### src/isf_pkg.sv
package isf_pkg;

	// Status word bit positions
	localparam int unsigned ISF_BIT_TX_FULL = 0;
	localparam int unsigned ISF_BIT_RX_FULL = 1;
	localparam int unsigned ISF_BIT_READ_DIR = 2;
	localparam int unsigned ISF_BIT_BEGIN = 3;
	localparam int unsigned ISF_BIT_HALT = 4;
	localparam int unsigned ISF_BIT_DATA = 5;
	localparam int unsigned ISF_STAT_W = 6;

	// Value of every flag after reset
	localparam logic ISF_FLAG_RST = 1'b0;
	localparam logic [7:0] ISF_BYTE_RST = 8'h00;
	// Pin level assumed during reset: idle bus lines sit high
	localparam logic ISF_LINE_IDLE = 1'b1;

	// Bits in one bus byte, address byte included
	localparam int unsigned ISF_BYTE_BITS = 8;
	// Bits including the acknowledge slot
	localparam int unsigned ISF_FRAME_BITS = 9;

	// Default target address (arbitrary value)
	localparam logic [6:0] ISF_OWN_ADDR_DEF = 7'h2A;

	// Bit counter width
	localparam int unsigned ISF_CNT_W = 4;

	// Target byte-phase state machine
	typedef enum logic [1:0] {
		ISF_IDLE,
		ISF_ADDR,
		ISF_DATA,
		ISF_SKIP
	} isf_phase_t;

endpackage : isf_pkg

### src/isf_status_flags.sv
`timescale 1ns/1ps
// Operation
// - Target: address match clears, next byte sets data
// - Halt-seen flag high when stop seen last
// - Begin-seen flag high when start seen last
// - Both condition flags updated on every condition
// - Target: direction flag from address byte bit
// - Receive-full set when received byte stored
// - Receive-full cleared when software reads holding register
// - Transmit-full set when software writes transmit register
// - Transmit-full cleared when byte transmission completes

module isf_status_flags (
	// Clock, reset, enable
	input wire logic clock,
	input wire logic arst_n,
	input wire logic ce,
	// Bus pins (sampled)
	input wire logic scl_in,
	input wire logic sda_in,
	// Configuration
	input wire logic target_en,
	input wire logic [6:0] own_addr,
	// Software side
	input wire logic rx_read,
	input wire logic tx_write,
	input wire logic [7:0] tx_wdata,
	// Transmit engine side
	input wire logic tx_done,
	// Receive and transmit holding registers
	output logic [7:0] rx_holding_reg,
	output logic [7:0] tx_holding_reg,
	// Status word and single flags
	output logic [isf_pkg::ISF_STAT_W-1:0] bus_status_reg,
	output logic rx_full,
	output logic tx_full,
	output logic addr_hit
);
	import isf_pkg::*;

	logic scl_lvl; // Synchronised clock line
	logic scl_rise; // Clock rising edge
	logic sda_lvl; // Synchronised data line
	logic sda_rise; // Data rising edge
	logic sda_fall; // Data falling edge
	logic begin_ev; // Start or repeated start
	logic halt_ev; // Stop condition
	isf_phase_t phase_q; // Byte phase
	logic [ISF_CNT_W-1:0] cnt_q; // Bit count in frame
	logic [7:0] shift_q; // Incoming byte
	logic [7:0] byte_now; // Byte including the current bit
	logic byte_end; // Eighth bit sampled
	logic halt_q; // Stop seen last
	logic begin_q; // Start seen last
	logic data_q; // Last byte was data
	logic dir_q; // Read requested
	logic rx_full_q; // Receive holding full
	logic tx_full_q; // Transmit holding full
	logic hit_q; // Address matched this frame
	logic [7:0] rx_q; // Receive holding register
	logic [7:0] tx_q; // Transmit holding register

	// Own-address decode; the direction bit is left out
	function automatic logic addr_match(input logic [7:0] b, input logic [6:0] a);
		return b[7:1] == a;
	endfunction : addr_match

	// Pin synchronisers
	// Falling clock edge not needed: bits are taken on the rise
	isf_sync u_scl (
		.clock(clock),
		.arst_n(arst_n),
		.ce(ce),
		.pin(scl_in),
		.level(scl_lvl),
		.rise(scl_rise),
		.fall()
	);

	isf_sync u_sda (
		.clock(clock),
		.arst_n(arst_n),
		.ce(ce),
		.pin(sda_in),
		.level(sda_lvl),
		.rise(sda_rise),
		.fall(sda_fall)
	);

	// Conditions: data moves while clock is high
	assign begin_ev = sda_fall & scl_lvl;
	assign halt_ev = sda_rise & scl_lvl;
	assign byte_now = {shift_q[6:0], sda_lvl};
	assign byte_end = scl_rise && (cnt_q == ISF_CNT_W'(ISF_BYTE_BITS - 1));

	// Bit counter and shifter; only the counter restarts on any condition
	always_ff @(posedge clock or negedge arst_n) begin
		if (!arst_n) begin
			cnt_q <= '0;
			shift_q <= ISF_BYTE_RST;
		end else if (ce) begin
			// A condition always starts a fresh frame
			if (begin_ev || halt_ev) begin
				cnt_q <= '0;
			end else if (scl_rise) begin
				shift_q <= byte_now;
				// Acknowledge slot closes the frame
				if (cnt_q == ISF_CNT_W'(ISF_FRAME_BITS - 1)) begin
					cnt_q <= '0;
				end else begin
					cnt_q <= cnt_q + 1'b1;
				end
			end
		end
	end

	// Target byte-phase sequence
	always_ff @(posedge clock or negedge arst_n) begin
		if (!arst_n) begin
			phase_q <= ISF_IDLE;
			hit_q <= ISF_FLAG_RST;
		end else if (ce) begin
			if (begin_ev) begin
				phase_q <= ISF_ADDR;
				hit_q <= 1'b0;
			end else if (halt_ev) begin
				phase_q <= ISF_IDLE;
				hit_q <= 1'b0;
			end else if (byte_end) begin
				case (phase_q)
					ISF_ADDR: begin
						// Foreign address: ignore until next condition
						if (target_en && addr_match(byte_now, own_addr)) begin
							phase_q <= ISF_DATA;
							hit_q <= 1'b1;
						end else begin
							phase_q <= ISF_SKIP;
						end
					end
					// Matched: every further byte is data
					ISF_DATA: phase_q <= ISF_DATA;
					// Foreign frame: wait for a condition
					ISF_SKIP: phase_q <= ISF_SKIP;
					// Byte with no start seen since reset or the last stop
					default: phase_q <= ISF_IDLE;
				endcase
			end
		end
	end

	// Condition flags; one is set, the other cleared
	always_ff @(posedge clock or negedge arst_n) begin
		if (!arst_n) begin
			halt_q <= ISF_FLAG_RST;
			begin_q <= ISF_FLAG_RST;
		end else if (ce) begin
			if (begin_ev) begin
				begin_q <= 1'b1;
				halt_q <= 1'b0;
			end else if (halt_ev) begin
				halt_q <= 1'b1;
				begin_q <= 1'b0;
			end
		end
	end

	// Data/address and direction flags in target operation
	always_ff @(posedge clock or negedge arst_n) begin
		if (!arst_n) begin
			data_q <= ISF_FLAG_RST;
			dir_q <= ISF_FLAG_RST;
		end else if (ce && byte_end && target_en) begin
			if (phase_q == ISF_ADDR && addr_match(byte_now, own_addr)) begin
				data_q <= 1'b0;
				dir_q <= byte_now[0];
			end else if (phase_q == ISF_DATA) begin
				// Read-direction bytes count as data too
				data_q <= 1'b1;
			end
		end
	end

	// Receive holding register and its full flag; set beats clear
	always_ff @(posedge clock or negedge arst_n) begin
		if (!arst_n) begin
			rx_q <= ISF_BYTE_RST;
			rx_full_q <= ISF_FLAG_RST;
		end else if (ce) begin
			// Only write-direction data lands in the holding register
			if (byte_end && phase_q == ISF_DATA && !dir_q) begin
				rx_q <= byte_now;
				rx_full_q <= 1'b1;
			end else if (rx_read) begin
				rx_full_q <= 1'b0;
			end
		end
	end

	// Transmit holding register and its full flag; set beats clear
	always_ff @(posedge clock or negedge arst_n) begin
		if (!arst_n) begin
			tx_q <= ISF_BYTE_RST;
			tx_full_q <= ISF_FLAG_RST;
		end else if (ce) begin
			// A write in the cycle of completion keeps the flag set
			if (tx_write) begin
				tx_q <= tx_wdata;
				tx_full_q <= 1'b1;
			end else if (tx_done) begin
				tx_full_q <= 1'b0;
			end
		end
	end

	// Status word driven straight from flops
	assign bus_status_reg = {data_q, halt_q, begin_q, dir_q, rx_full_q, tx_full_q};
	assign rx_full = rx_full_q;
	assign tx_full = tx_full_q;
	assign addr_hit = hit_q;
	assign rx_holding_reg = rx_q;
	assign tx_holding_reg = tx_q;

endmodule : isf_status_flags

### src/isf_sync.sv
`timescale 1ns/1ps

// Two-flop synchroniser plus edge finder for one pin
module isf_sync (
	// Clock and reset
	input wire logic clock,
	input wire logic arst_n,
	input wire logic ce,
	// Pin side
	input wire logic pin,
	// Synchronised level and edges
	output logic level,
	output logic rise,
	output logic fall
);
	import isf_pkg::*;

	logic meta_q; // First stage, read only by the second
	logic sync_q; // Second stage
	logic prev_q; // Last settled level

	// Synchroniser chain; idle bus level is high
	always_ff @(posedge clock or negedge arst_n) begin
		if (!arst_n) begin
			meta_q <= ISF_LINE_IDLE;
			sync_q <= ISF_LINE_IDLE;
			prev_q <= ISF_LINE_IDLE;
		end else if (ce) begin
			meta_q <= pin;
			sync_q <= meta_q;
			prev_q <= sync_q;
		end
	end

	assign level = sync_q;
	assign rise = sync_q & ~prev_q;
	assign fall = ~sync_q & prev_q;

endmodule : isf_sync

### config.mk
export PLATFORM = sky130hd
export DESIGN_NAME = isf_status_flags
export DESIGN_NICKNAME = d
export VERILOG_FILES = /design/src/isf_pkg.sv /design/src/isf_status_flags.sv /design/src/isf_sync.sv
export SDC_FILE = /design/constraint.sdc
export NUM_CORES = 1
export LEC_CHECK = 0
export ABC_AREA = 1
export BUFFER_PORTS_ARGS = -buffer_cell sky130_fd_sc_hd__buf_2
export CORE_MARGIN = 2
export CORE_UTILIZATION = 40
export CTS_BUF_LIST = sky130_fd_sc_hd__clkbuf_4
export CTS_CLUSTER_SIZE = 8
export DETAILED_ROUTE_END_ITERATION = 8
export HOLD_SLACK_MARGIN = 0.06
export PLACE_DENSITY = 0.73
export SYNTH_ARGS = -nofsm -noshare
export SYNTH_HDL_FRONTEND = slang
export SYNTH_SLANG_ARGS = --single-unit
### constraint.sdc
create_clock -name clock -period 3.5 [get_ports clock]
set_input_delay 0 -clock clock [delete_from_list [all_inputs] [get_ports clock]]
set_output_delay 0 -clock clock [all_outputs]
set_load 0.005 [all_outputs]
==> results of run 1 <==
[synth_stat cells (all sizes together)]
library cell   n
a21oi          1
a31oi          1
buf            9
dfrtp         36
dfstp          6
ha             2
inv           29
mux2           8
nand2         67
nand3          8
nand3b         1
nor2          13
o21ai         24
o22ai          1
xnor2          2
xor2           1
[logic make-up after synthesis]
group / count (synthesis) / synth area share (%)
AND/OR/NAND/NOR: 89 / 19.3
XOR/XNOR: 3 / 1.37
multiplexers: 8 / 4.70
flip-flops: 42 / 55.3
buffers and inverters: 38 / 9.27
adder cells (fa/ha/maj): 2 / 1.31
AO/OA/AOI/OAI: 27 / 8.75
[tightest hold or removal path: stages]
cell and delay (ps):
buf_2 80, nand2_1 230, nand2_1 160
[where the power goes]
group | internal, W | switching [W]
clock network | 0.0000833 | 0.000153
registers | 0.000586 | 0.0000691
logic | 0.000128 | 0.000161
total | 0.000798 | 0.000383
[through the flow]
| stage | cell area [um2] | setup WS [ps] | util, % | std cells |
|---|---|---|---|---|
| final | 2410 | 1770 | 51.7 | 330 |
| after global routing | 2410 | 1690 | 51.7 | 330 |
| after CTS | 2410 | 1820 | 51.7 | 330 |
| after detailed placement | 2150 | 2020 | 46.2 | 302 |
| after global placement | 2150 | 2020 | 46.2 | 302 |
| after floorplan | 1920 | 2160 | - | 209 |
[worst min path at each step]
stage                         from                   end  depth (start not counted)
after floorplan             arst_n  addr_hit$_DFFE_PN0P_                          0
after global placement      arst_n   tx_full$_DFFE_PN0P_                          1
after detailed placement    arst_n   tx_full$_DFFE_PN0P_                          1
after CTS                 tx_write   tx_full$_DFFE_PN0P_                          3
after global routing      tx_write   tx_full$_DFFE_PN0P_                          3
final                     tx_write   tx_full$_DFFE_PN0P_                          3
[final cells by class]
class,count,area [um2],share of cell area [%]
Tap cell,54,67.6,2.81
Clock inverter,2,8.76,0.364
Clock buffer,6,45.0,1.87
Timing Repair Buffer,68,440,18.3
Sequential cell,42,1060,43.9
Multi-Input combinational cell,129,679,28.2
Inverter,29,109,4.52
[metal layers]
metal | share of wire [%] | up-vias | global-route usage [%]
met5 | 0 | - | 0
met4 | 1.3 | 0 | 5.97
met3 | 6.2 | 6 | 5.80
met2 | 48 | 50 | 24.8
met1 | 45 | 672 | 20.5
li1 | - | 774 | -
==> flow_summary.json, run 1 <==
{
  "status": "finished, final reports clean",
  "critPathLaunchType": "primary input",
  "cp.depth": 6,
  "yosys.area.top_type": "dfrtp_1",
  "slowest_delay_ps": 560,
  "antenna_found_initial": 0,
  "timing.rr.start": "cnt_q[0]$_DFFE_PN0P_",
  "dr.pass1.iters": 4,
  "crit_fanout": 13,
  "hold_slack_ps": 132,
  "p_per_area_nw_per_um2": 490,
  "grt_pass1_vias": 1506,
  "vias": 1502,
  "cap_violations": 0,
  "ir_worst_vdd_uv": 250,
  "syn2layout_area_growth_pct": 25.7,
  "cp.required_ps": 3800,
  "period_share_pct": 49.5,
  "io_pins": 49,
  "drv_slew": 0,
  "drive_above_1_share_pct": 29.3,
  "syn_nets": 235,
  "cp.arrival_ps": 2030,
  "rrSetupSlack_ps": 2000,
  "avgSynthCellArea_um2": 9.17,
  "synth_warnings": 0,
  "cp-startpoint": "ce",
  "hold_class": "primary input to register",
  "grt_overflow": 0,
  "ys_types": 23,
  "cp_num_buf_inv": 4,
  "viasPerCell": 4.55,
  "wire_per_inst_um": 11.1,
  "layout_common_cells": "nand2_1 (67), buf_2 (48), dfrtp_1 (36)",
  "grt_max_degree": 43,
  "crit_family": "buffers and inverters",
  "grt_pass1_wl_mm": 6.56,
  "die_x_um": 73.2,
  "grt_use_total_pct": 16.0,
  "worstSetupEndpoint": "u_scl.meta_q$_DFFE_PN1P_",
  "end_kind": "register",
  "cts_buffers": 5,
  "reg2reg_to": "dir_q$_DFFE_PN0P_",
  "synth_top_cell_area_share_pct": 47.0,
  "cts.path.max_buffers": 2,
  "cts_sinks": 42,
  "n_antenna_cell": 0,
  "routed_wirelength_mm": 3.65,
  "yosysSeqAreaShare_pct": 55.3,
  "first_iter_violations": 83,
  "start_util_pct": 41.1,
  "drc": 0,
  "cts_tree": "done",
  "core_area_um2": 4660,
  "synth.area.top_cells": "dfrtp_1 (47%), nand2_1 (13%), dfstp_2 (8.2%)",
  "hpwl_mm": 2.49,
  "syn_area_um2": 1920,
  "clock_skew_ps": 11.1,
  "finalPower_w": 0.00118,
  "cts_root_buf": "clkbuf_4",
  "htree_levels": 2,
  "setup_viol": 0,
  "drtAntennaViolNets": 0,
  "clk_pin_slew_ps": 120,
  "fp.dieArea_um2": 5360,
  "worst_pin_slew_ps": 932,
  "synth-seq-cells": 42,
  "insertion_delay_ps": 360,
  "cts_hold_buffers": 20,
  "slowest_stage": "dlygate4sd3_1",
  "layout_commonest_cell": "nand2_1",
  "crit_chain": "dlygate4sd3_1 -> buf_2 -> nand2_1 -> dlygate4sd3_1 -> o21ai_0 -> dlygate4sd3_1",
  "place_congestion": 0.795,
  "rr_worst_depth": 8,
  "critPathMostFrequentCell": "dlygate4sd3_1",
  "hold_viol": 0,
  "max-slew-margin-rel_pct": 37.9,
  "std_cell_rows": 25,
  "syn-instance-count": 209,
  "postCtsResizedCells": 0,
  "setup_tns_ps": 0,
  "crit_type": "primary input to register",
  "io_buffers": 48,
  "cellLeakagePower_nw": 1.32,
  "rsz0062_at_grt": "false",
  "cts_setup_buffers": 0,
  "fillerInstances": 438,
  "fmax_mhz": 578,
  "finalNetCount": 301,
  "die_height_um": 73.2,
  "timing.final.crit_period_ps": 1730
}
No activity file was read; power rests on OpenSTA's default activity.
==> inputs of run 2 (changes only) <==
==> constraint.sdc (replaced) <==
create_clock -name clock -period 1.6 [get_ports clock]
set_input_delay 0 -clock clock [delete_from_list [all_inputs] [get_ports clock]]
set_output_delay 0 -clock clock [all_outputs]
set_load 0.005 [all_outputs]
==> run 2 against run 1 <==
Against the previous run:
- register-to-register slack lost 1900 ps
- worst setup slack worse by 1600 ps
- critical endpoint is now rx_holding_reg[0]$_DFFE_PN0P_
- largest power group unchanged
- highest routed layer unchanged
- critical path type is now register to register
- count of clock-buffer cells in the layout fell by 1
- utilization is 1.2 points higher
- via count rose by 5.6%
- combinational power is 130% higher
- global-route usage fell by 0.16 points
==> flow_summary.json, run 2 (synthesized netlist as in run 1, its figures left out) <==
{
  "cp_num_buf_inv": 1,
  "layout_commonest_cell": "nand2_1",
  "ir_worst_vdd_uv": 656,
  "hold_viol": 0,
  "cap_violations": 0,
  "clk_pin_slew_ps": 120,
  "timing.final.crit_period_ps": 1460,
  "fp.dieArea_um2": 5360,
  "end_kind": "register",
  "first_iter_violations": 97,
  "placed_cell_area_um2": 2190,
  "period_share_pct": 91.1,
  "htree_levels": 2,
  "grt_use_total_pct": 15.9,
  "crit_family": "flip-flops",
  "worst_pin_slew_ps": 515,
  "cts_setup_buffers": 0,
  "fmax_mhz": 686,
  "crit_fanout": 8,
  "cts_buffers": 5,
  "grt_overflow": 0,
  "grt_pass1_wl_mm": 6.45,
  "setup_tns_ps": 0,
  "p_per_area_nw_per_um2": 1050,
  "finalInstanceArea_um2": 2460,
  "insertion_delay_ps": 350,
  "vias": 1586,
  "crit_type": "register to register",
  "reg2reg_to": "rx_holding_reg[0]$_DFFE_PN0P_",
  "drv_slew": 0,
  "start_util_pct": 41.1,
  "clock_skew_ps": 3.35,
  "place_congestion": 0.815,
  "max-slew-margin-rel_pct": 65.7,
  "finalNetCount": 305,
  "setup_viol": 0,
  "rr_worst_depth": 6,
  "syn2layout_area_growth_pct": 28.5,
  "hold_slack_ps": 70.9,
  "layout_common_cells": "nand2_1 (66), buf_2 (48), dfrtp_1 (36)",
  "critPathMostFrequentCell": "nand2_1",
  "io_buffers": 48,
  "dr.pass1.iters": 4,
  "timing.rr.start": "u_scl.level$_DFFE_PN1P_",
  "std_cell_rows": 25,
  "viasPerCell": 4.75,
  "antenna_found_initial": 0,
  "drtAntennaViolNets": 0,
  "core_area_um2": 4660,
  "slowest_delay_ps": 570,
  "io_pins": 49,
  "status": "finished, final reports clean",
  "holdPathStages": 4,
  "drc": 0,
  "hold_start": "ce",
  "cts_sinks": 42,
  "cts.path.max_buffers": 2,
  "cp.required_ps": 1880,
  "cp-startpoint": "u_scl.level$_DFFE_PN1P_",
  "cellLeakagePower_nw": 1.33,
  "hold_class": "primary input to register",
  "cp.arrival_ps": 1740,
  "drive_above_1_share_pct": 31.1,
  "grt_pass1_vias": 1503,
  "slowest_stage": "dfstp_2",
  "die_height_um": 73.2,
  "crit_chain": "nand2_1 -> nor2_2 -> nand2_1 -> inv_2 -> nand3b_2 -> o21ai_2",
  "cts_root_buf": "clkbuf_4",
  "min_to": "begin_q$_DFFE_PN0P_",
  "routed_wirelength_mm": 3.86,
  "rrSetupSlack_ps": 140,
  "grt_max_degree": 23,
  "critPathLaunchType": "register",
  "hpwl_mm": 2.76,
  "rsz0062_at_grt": "true",
  "n_antenna_cell": 0,
  "wire_per_inst_um": 11.6,
  "die_x_um": 73.2,
  "cts_tree": "done"
}
-- run 2: repair_timing --
item	CTS	global route
gates resized for setup	0	2
hold endpoints to repair	57	1
setup endpoints to repair	0	5
hold buffers	20	1
-- run 2: metrics by stage --
stage	cells	total power (W)	setup slack [ps]	util, %
final	334	0.00259	142	52.8
after global routing	334	0.00280	-4.33	52.8
after CTS	333	0.00263	73.0	52.4
after detailed placement	305	0.00209	154	47.0
after global placement	305	0.00204	147	47.0
after floorplan	209	0.00187	259	-
-- run 2: worst max-delay path by stage --
stage	end	slack, ps	cells past startpoint
after floorplan	rx_holding_reg[7]$_DFFE_PN0P_	260	8
after global placement	cnt_q[1]$_DFFE_PN0P_	150	6
after detailed placement	cnt_q[1]$_DFFE_PN0P_	150	6
after CTS	u_scl.meta_q$_DFFE_PN1P_	70	6
after global routing	dir_q$_DFFE_PN0P_	-4	7
final	rx_holding_reg[0]$_DFFE_PN0P_	140	6
-- run 2: where the power goes --
group	total [W]	leakage, nW	switching (W)	internal [W]
Clock	0.000495	0.0286	0.000332	0.000163
Sequential	0.00144	0.522	0.000158	0.00128
Combinational	0.000657	0.783	0.000366	0.000291
Total	0.00259	1.33	0.000855	0.00174
-- run 2: layout make-up --
type,instances,area (um2)
Timing Repair Buffer,71,475
Clock inverter,3,16.3
Clock buffer,5,37.5
Sequential cell,42,1060
Tap cell,54,67.6
Fill cell,416,2200
Inverter,29,109
Multi-Input combinational cell,130,698
-- run 2: worst register-to-register path: stages, from the launching register on --
cell and delay, ps:
dfstp_2 570, nand2_1 80, nor2_2 100, nand2_1 100, inv_2 110, nand3b_2 230
o21ai_2 190
-- run 2: per-layer routing --
metal,track usage [%],up-vias,share of wire [%]
met4,4.94,0,1.3
met5,0,-,0
met3,4.83,7,6.0
met1,18.5,740,43
met2,27.7,53,50
li1,-,786,-
==> inputs of run 3 (changes only) <==
--- a/config.mk
+++ b/config.mk
@@ -5,14 +5,13 @@
 export SDC_FILE = /design/constraint.sdc
 export NUM_CORES = 1
 export LEC_CHECK = 0
-export ABC_AREA = 1
 export BUFFER_PORTS_ARGS = -buffer_cell sky130_fd_sc_hd__buf_2
 export CORE_MARGIN = 2
 export CORE_UTILIZATION = 40
 export CTS_BUF_LIST = sky130_fd_sc_hd__clkbuf_4
-export CTS_CLUSTER_SIZE = 8
 export DETAILED_ROUTE_END_ITERATION = 8
 export HOLD_SLACK_MARGIN = 0.06
+export MAX_ROUTING_LAYER = met4
 export PLACE_DENSITY = 0.73
 export SYNTH_ARGS = -nofsm -noshare
 export SYNTH_HDL_FRONTEND = slang
==> run 3 against run 2 <==
Against the previous run:
- the run now ends with setup timing left
- sequential cell count unchanged
- first-iteration DRC count down 32%
- design area up 5.7%
- count of clock-buffer cells in the layout did not move
- via count down 5.4%
- critical path depth unchanged
- critical path type unchanged
- critical endpoint is now rx_holding_reg[6]$_DFFE_PN0P_
- largest cell class unchanged
- largest power group unchanged
==> flow_summary.json, run 3 <==
{
  "ys_async_sr_fraction_pct": 100,
  "rsz0062_at_grt": "true",
  "clock_skew_ps": 18.6,
  "core_area_um2": 4690,
  "worst_pin_slew_ps": 497,
  "routed_wirelength_mm": 3.91,
  "io_buffers": 48,
  "fin_ws_ps": -327,
  "htree_levels": 2,
  "synth-seq-cells": 42,
  "layout_commonest_cell": "buf_2",
  "critPathLaunchType": "register",
  "syn_nets": 196,
  "crit_fanout": 5,
  "avgSynthCellArea_um2": 11.3,
  "multi_input_area_um2": 801,
  "cts_buffers": 5,
  "drtAntennaViolNets": 0,
  "viasPerCell": 4.97,
  "place_ws_ps": -331,
  "layout_common_cells": "buf_2 (48), dfrtp_1 (36), nand2_1 (33)",
  "wire_per_inst_um": 13.0,
  "synth_warnings": 0,
  "grt_overflow": 0,
  "cts_root_buf": "clkbuf_4",
  "cts_tree": "done",
  "ir_worst_vdd_uv": 459,
  "fillerInstances": 408,
  "syn_area_um2": 1920,
  "antenna_found_initial": 0,
  "synthFlopType": "dfrtp_1",
  "setup_tns_ps": -2860,
  "cp.required_ps": 1850,
  "place_congestion": 0.867,
  "die_x_um": 73.3,
  "timing.final.crit_period_ps": 1930,
  "cap_violations": 0,
  "syn2layout_area_growth_pct": 35.3,
  "max-slew-margin-rel_pct": 66.9,
  "status": "finished with violations",
  "start_util_pct": 41.0,
  "yosys.area.top_type": "dfrtp_1",
  "cts.path.max_buffers": 2,
  "ys_types": 35,
  "grt_use_total_pct": 15.6,
  "first_iter_violations": 66,
  "hold_viol": 0,
  "end_kind": "register",
  "crit_type": "register to register",
  "yosysSeqAreaShare_pct": 55.0,
  "violations": "setup timing",
  "hpwl_mm": 2.79,
  "synth_edf_count": 0,
  "grt_pass1_vias": 1405,
  "n_antenna_cell": 0,
  "drc": 0,
  "fmax_mhz": 519,
  "synth.most_common_cell": "dfrtp_1",
  "hold_class": "primary input to register",
  "dr.pass1.iters": 4,
  "insertion_delay_ps": 360,
  "fin_util_pct": 55.5,
  "grt_pass1_wl_mm": 6.17,
  "period_share_pct": 120,
  "setup_viol": 11,
  "drv_slew": 0,
  "syn-instance-count": 170,
  "fp.dieArea_um2": 5380,
  "cellLeakagePower_nw": 1.33,
  "seq_area_um2": 1060,
  "finalNetCount": 273,
  "synthTopCellsByCount": "dfrtp_1 (36), nand2_1 (34), mux2_2 (14)",
  "cp.arrival_ps": 2180,
  "synth_top_cell_area_share_pct": 46.8,
  "cts_sinks": 42,
  "io_pins": 49,
  "std_cell_rows": 25,
  "die_height_um": 73.3,
  "synth.area.top_cells": "dfrtp_1 (47%), dfstp_2 (8.2%), mux2_2 (8.2%)",
  "vias": 1500,
  "drive_above_1_share_pct": 44.0,
  "clk_pin_slew_ps": 140,
  "grt_max_degree": 24,
  "p_per_area_nw_per_um2": 1120
}
==> run 3: cell count changes after synthesis, sizes merged, moves of 3 or more <==
cell    previous run  this run
o21ai             24        11
inv               29         7
mux2               8        22
nor2              13         5
clkbuf             0         3
nor3               0         4
nand3              8         2
nand2             67        34
xnor2              2         8
==> run 3: cells by family after synthesis <==
group	share of synthesized area (%)
xor gates and xnor gates	4.10
muxes	14.4
and+or+nand+nor	13.5
DFF	55.0
AOI/OAI and AO/OA	6.51
adders and majority gates	1.30
buffers and inverters	5.14
==> run 3: where the power goes <==
group	internal [W]	switching, W	leakage [nW]
Clock	0.000489	0.000354	0.0554
Sequential	0.00124	0.000145	0.524
Combinational	0.000360	0.000323	0.747
Total	0.00209	0.000823	1.33
==> run 3: what timing repair did <==
action / in CTS / in global routing
cloned: 1 / 0
endpoints found under the hold margin: 49 / 0
setup endpoints to repair: 12 / 11
hold buffers: 14 / 0
buffers inserted: 1 / 0
resized for setup: 6 / 2
==> run 3: critical path, cell delays in order, from the launching register on <==
cell and delay [ps]:
dfrtp_1 390, ha_1 170, nand4bb_1 120, or2_1 240
or4_4 450, buf_6 160, mux2_4 290
==> run 3: final timing paths <==
path	startpoint	to	slack, ps	cells after the start
setup / recovery	cnt_q[0]$_DFFE_PN0P_	rx_holding_reg[6]$_DFFE_PN0P_	-330	6
hold / removal	tx_write	tx_full$_DFFE_PN0P_	80	3
setup reg to reg	cnt_q[0]$_DFFE_PN0P_	rx_holding_reg[6]$_DFFE_PN0P_	-330	6
hold reg to reg	rx_full$_DFFE_PN0P_	rx_full$_DFFE_PN0P_	500	2
max in group asynchronous	arst_n	u_sda.prev_q$_DFFE_PN1P_	910	3
min in group asynchronous	arst_n	shift_q[5]$_DFFE_PN0P_	120	2
==> run 3: final cells by class <==
type	instances	share of cell area [%]
Tap cell	54	2.60
Clock buffer	5	1.44
Clock inverter	3	2.64
Inverter	7	1.01
Timing Repair Buffer	81	20.9
Sequential cell	42	40.7
Multi-Input combinational cell	110	30.8
==> run 3: per-layer routing <==
layer	GRT usage (%)	vias to the layer above	wire length, um
li1	-	721	-
met1	19.1	743	1770
met2	25.4	31	1980
met3	3.29	5	128
met4	6.06	0	31
met5	-	-	0
==> run 3: through the flow <==
stage | instance area [um2] | power, W | hold slack (ps) | instances
after floorplan | 1930 | 0.00177 | -296 | 170
after global placement | 2310 | 0.00201 | -13.6 | 278
after detailed placement | 2310 | 0.00204 | -9.43 | 278
after CTS | 2590 | 0.00294 | 75.2 | 302
after global routing | 2600 | 0.00308 | 124 | 302
final | 2600 | 0.00291 | 83.4 | 302
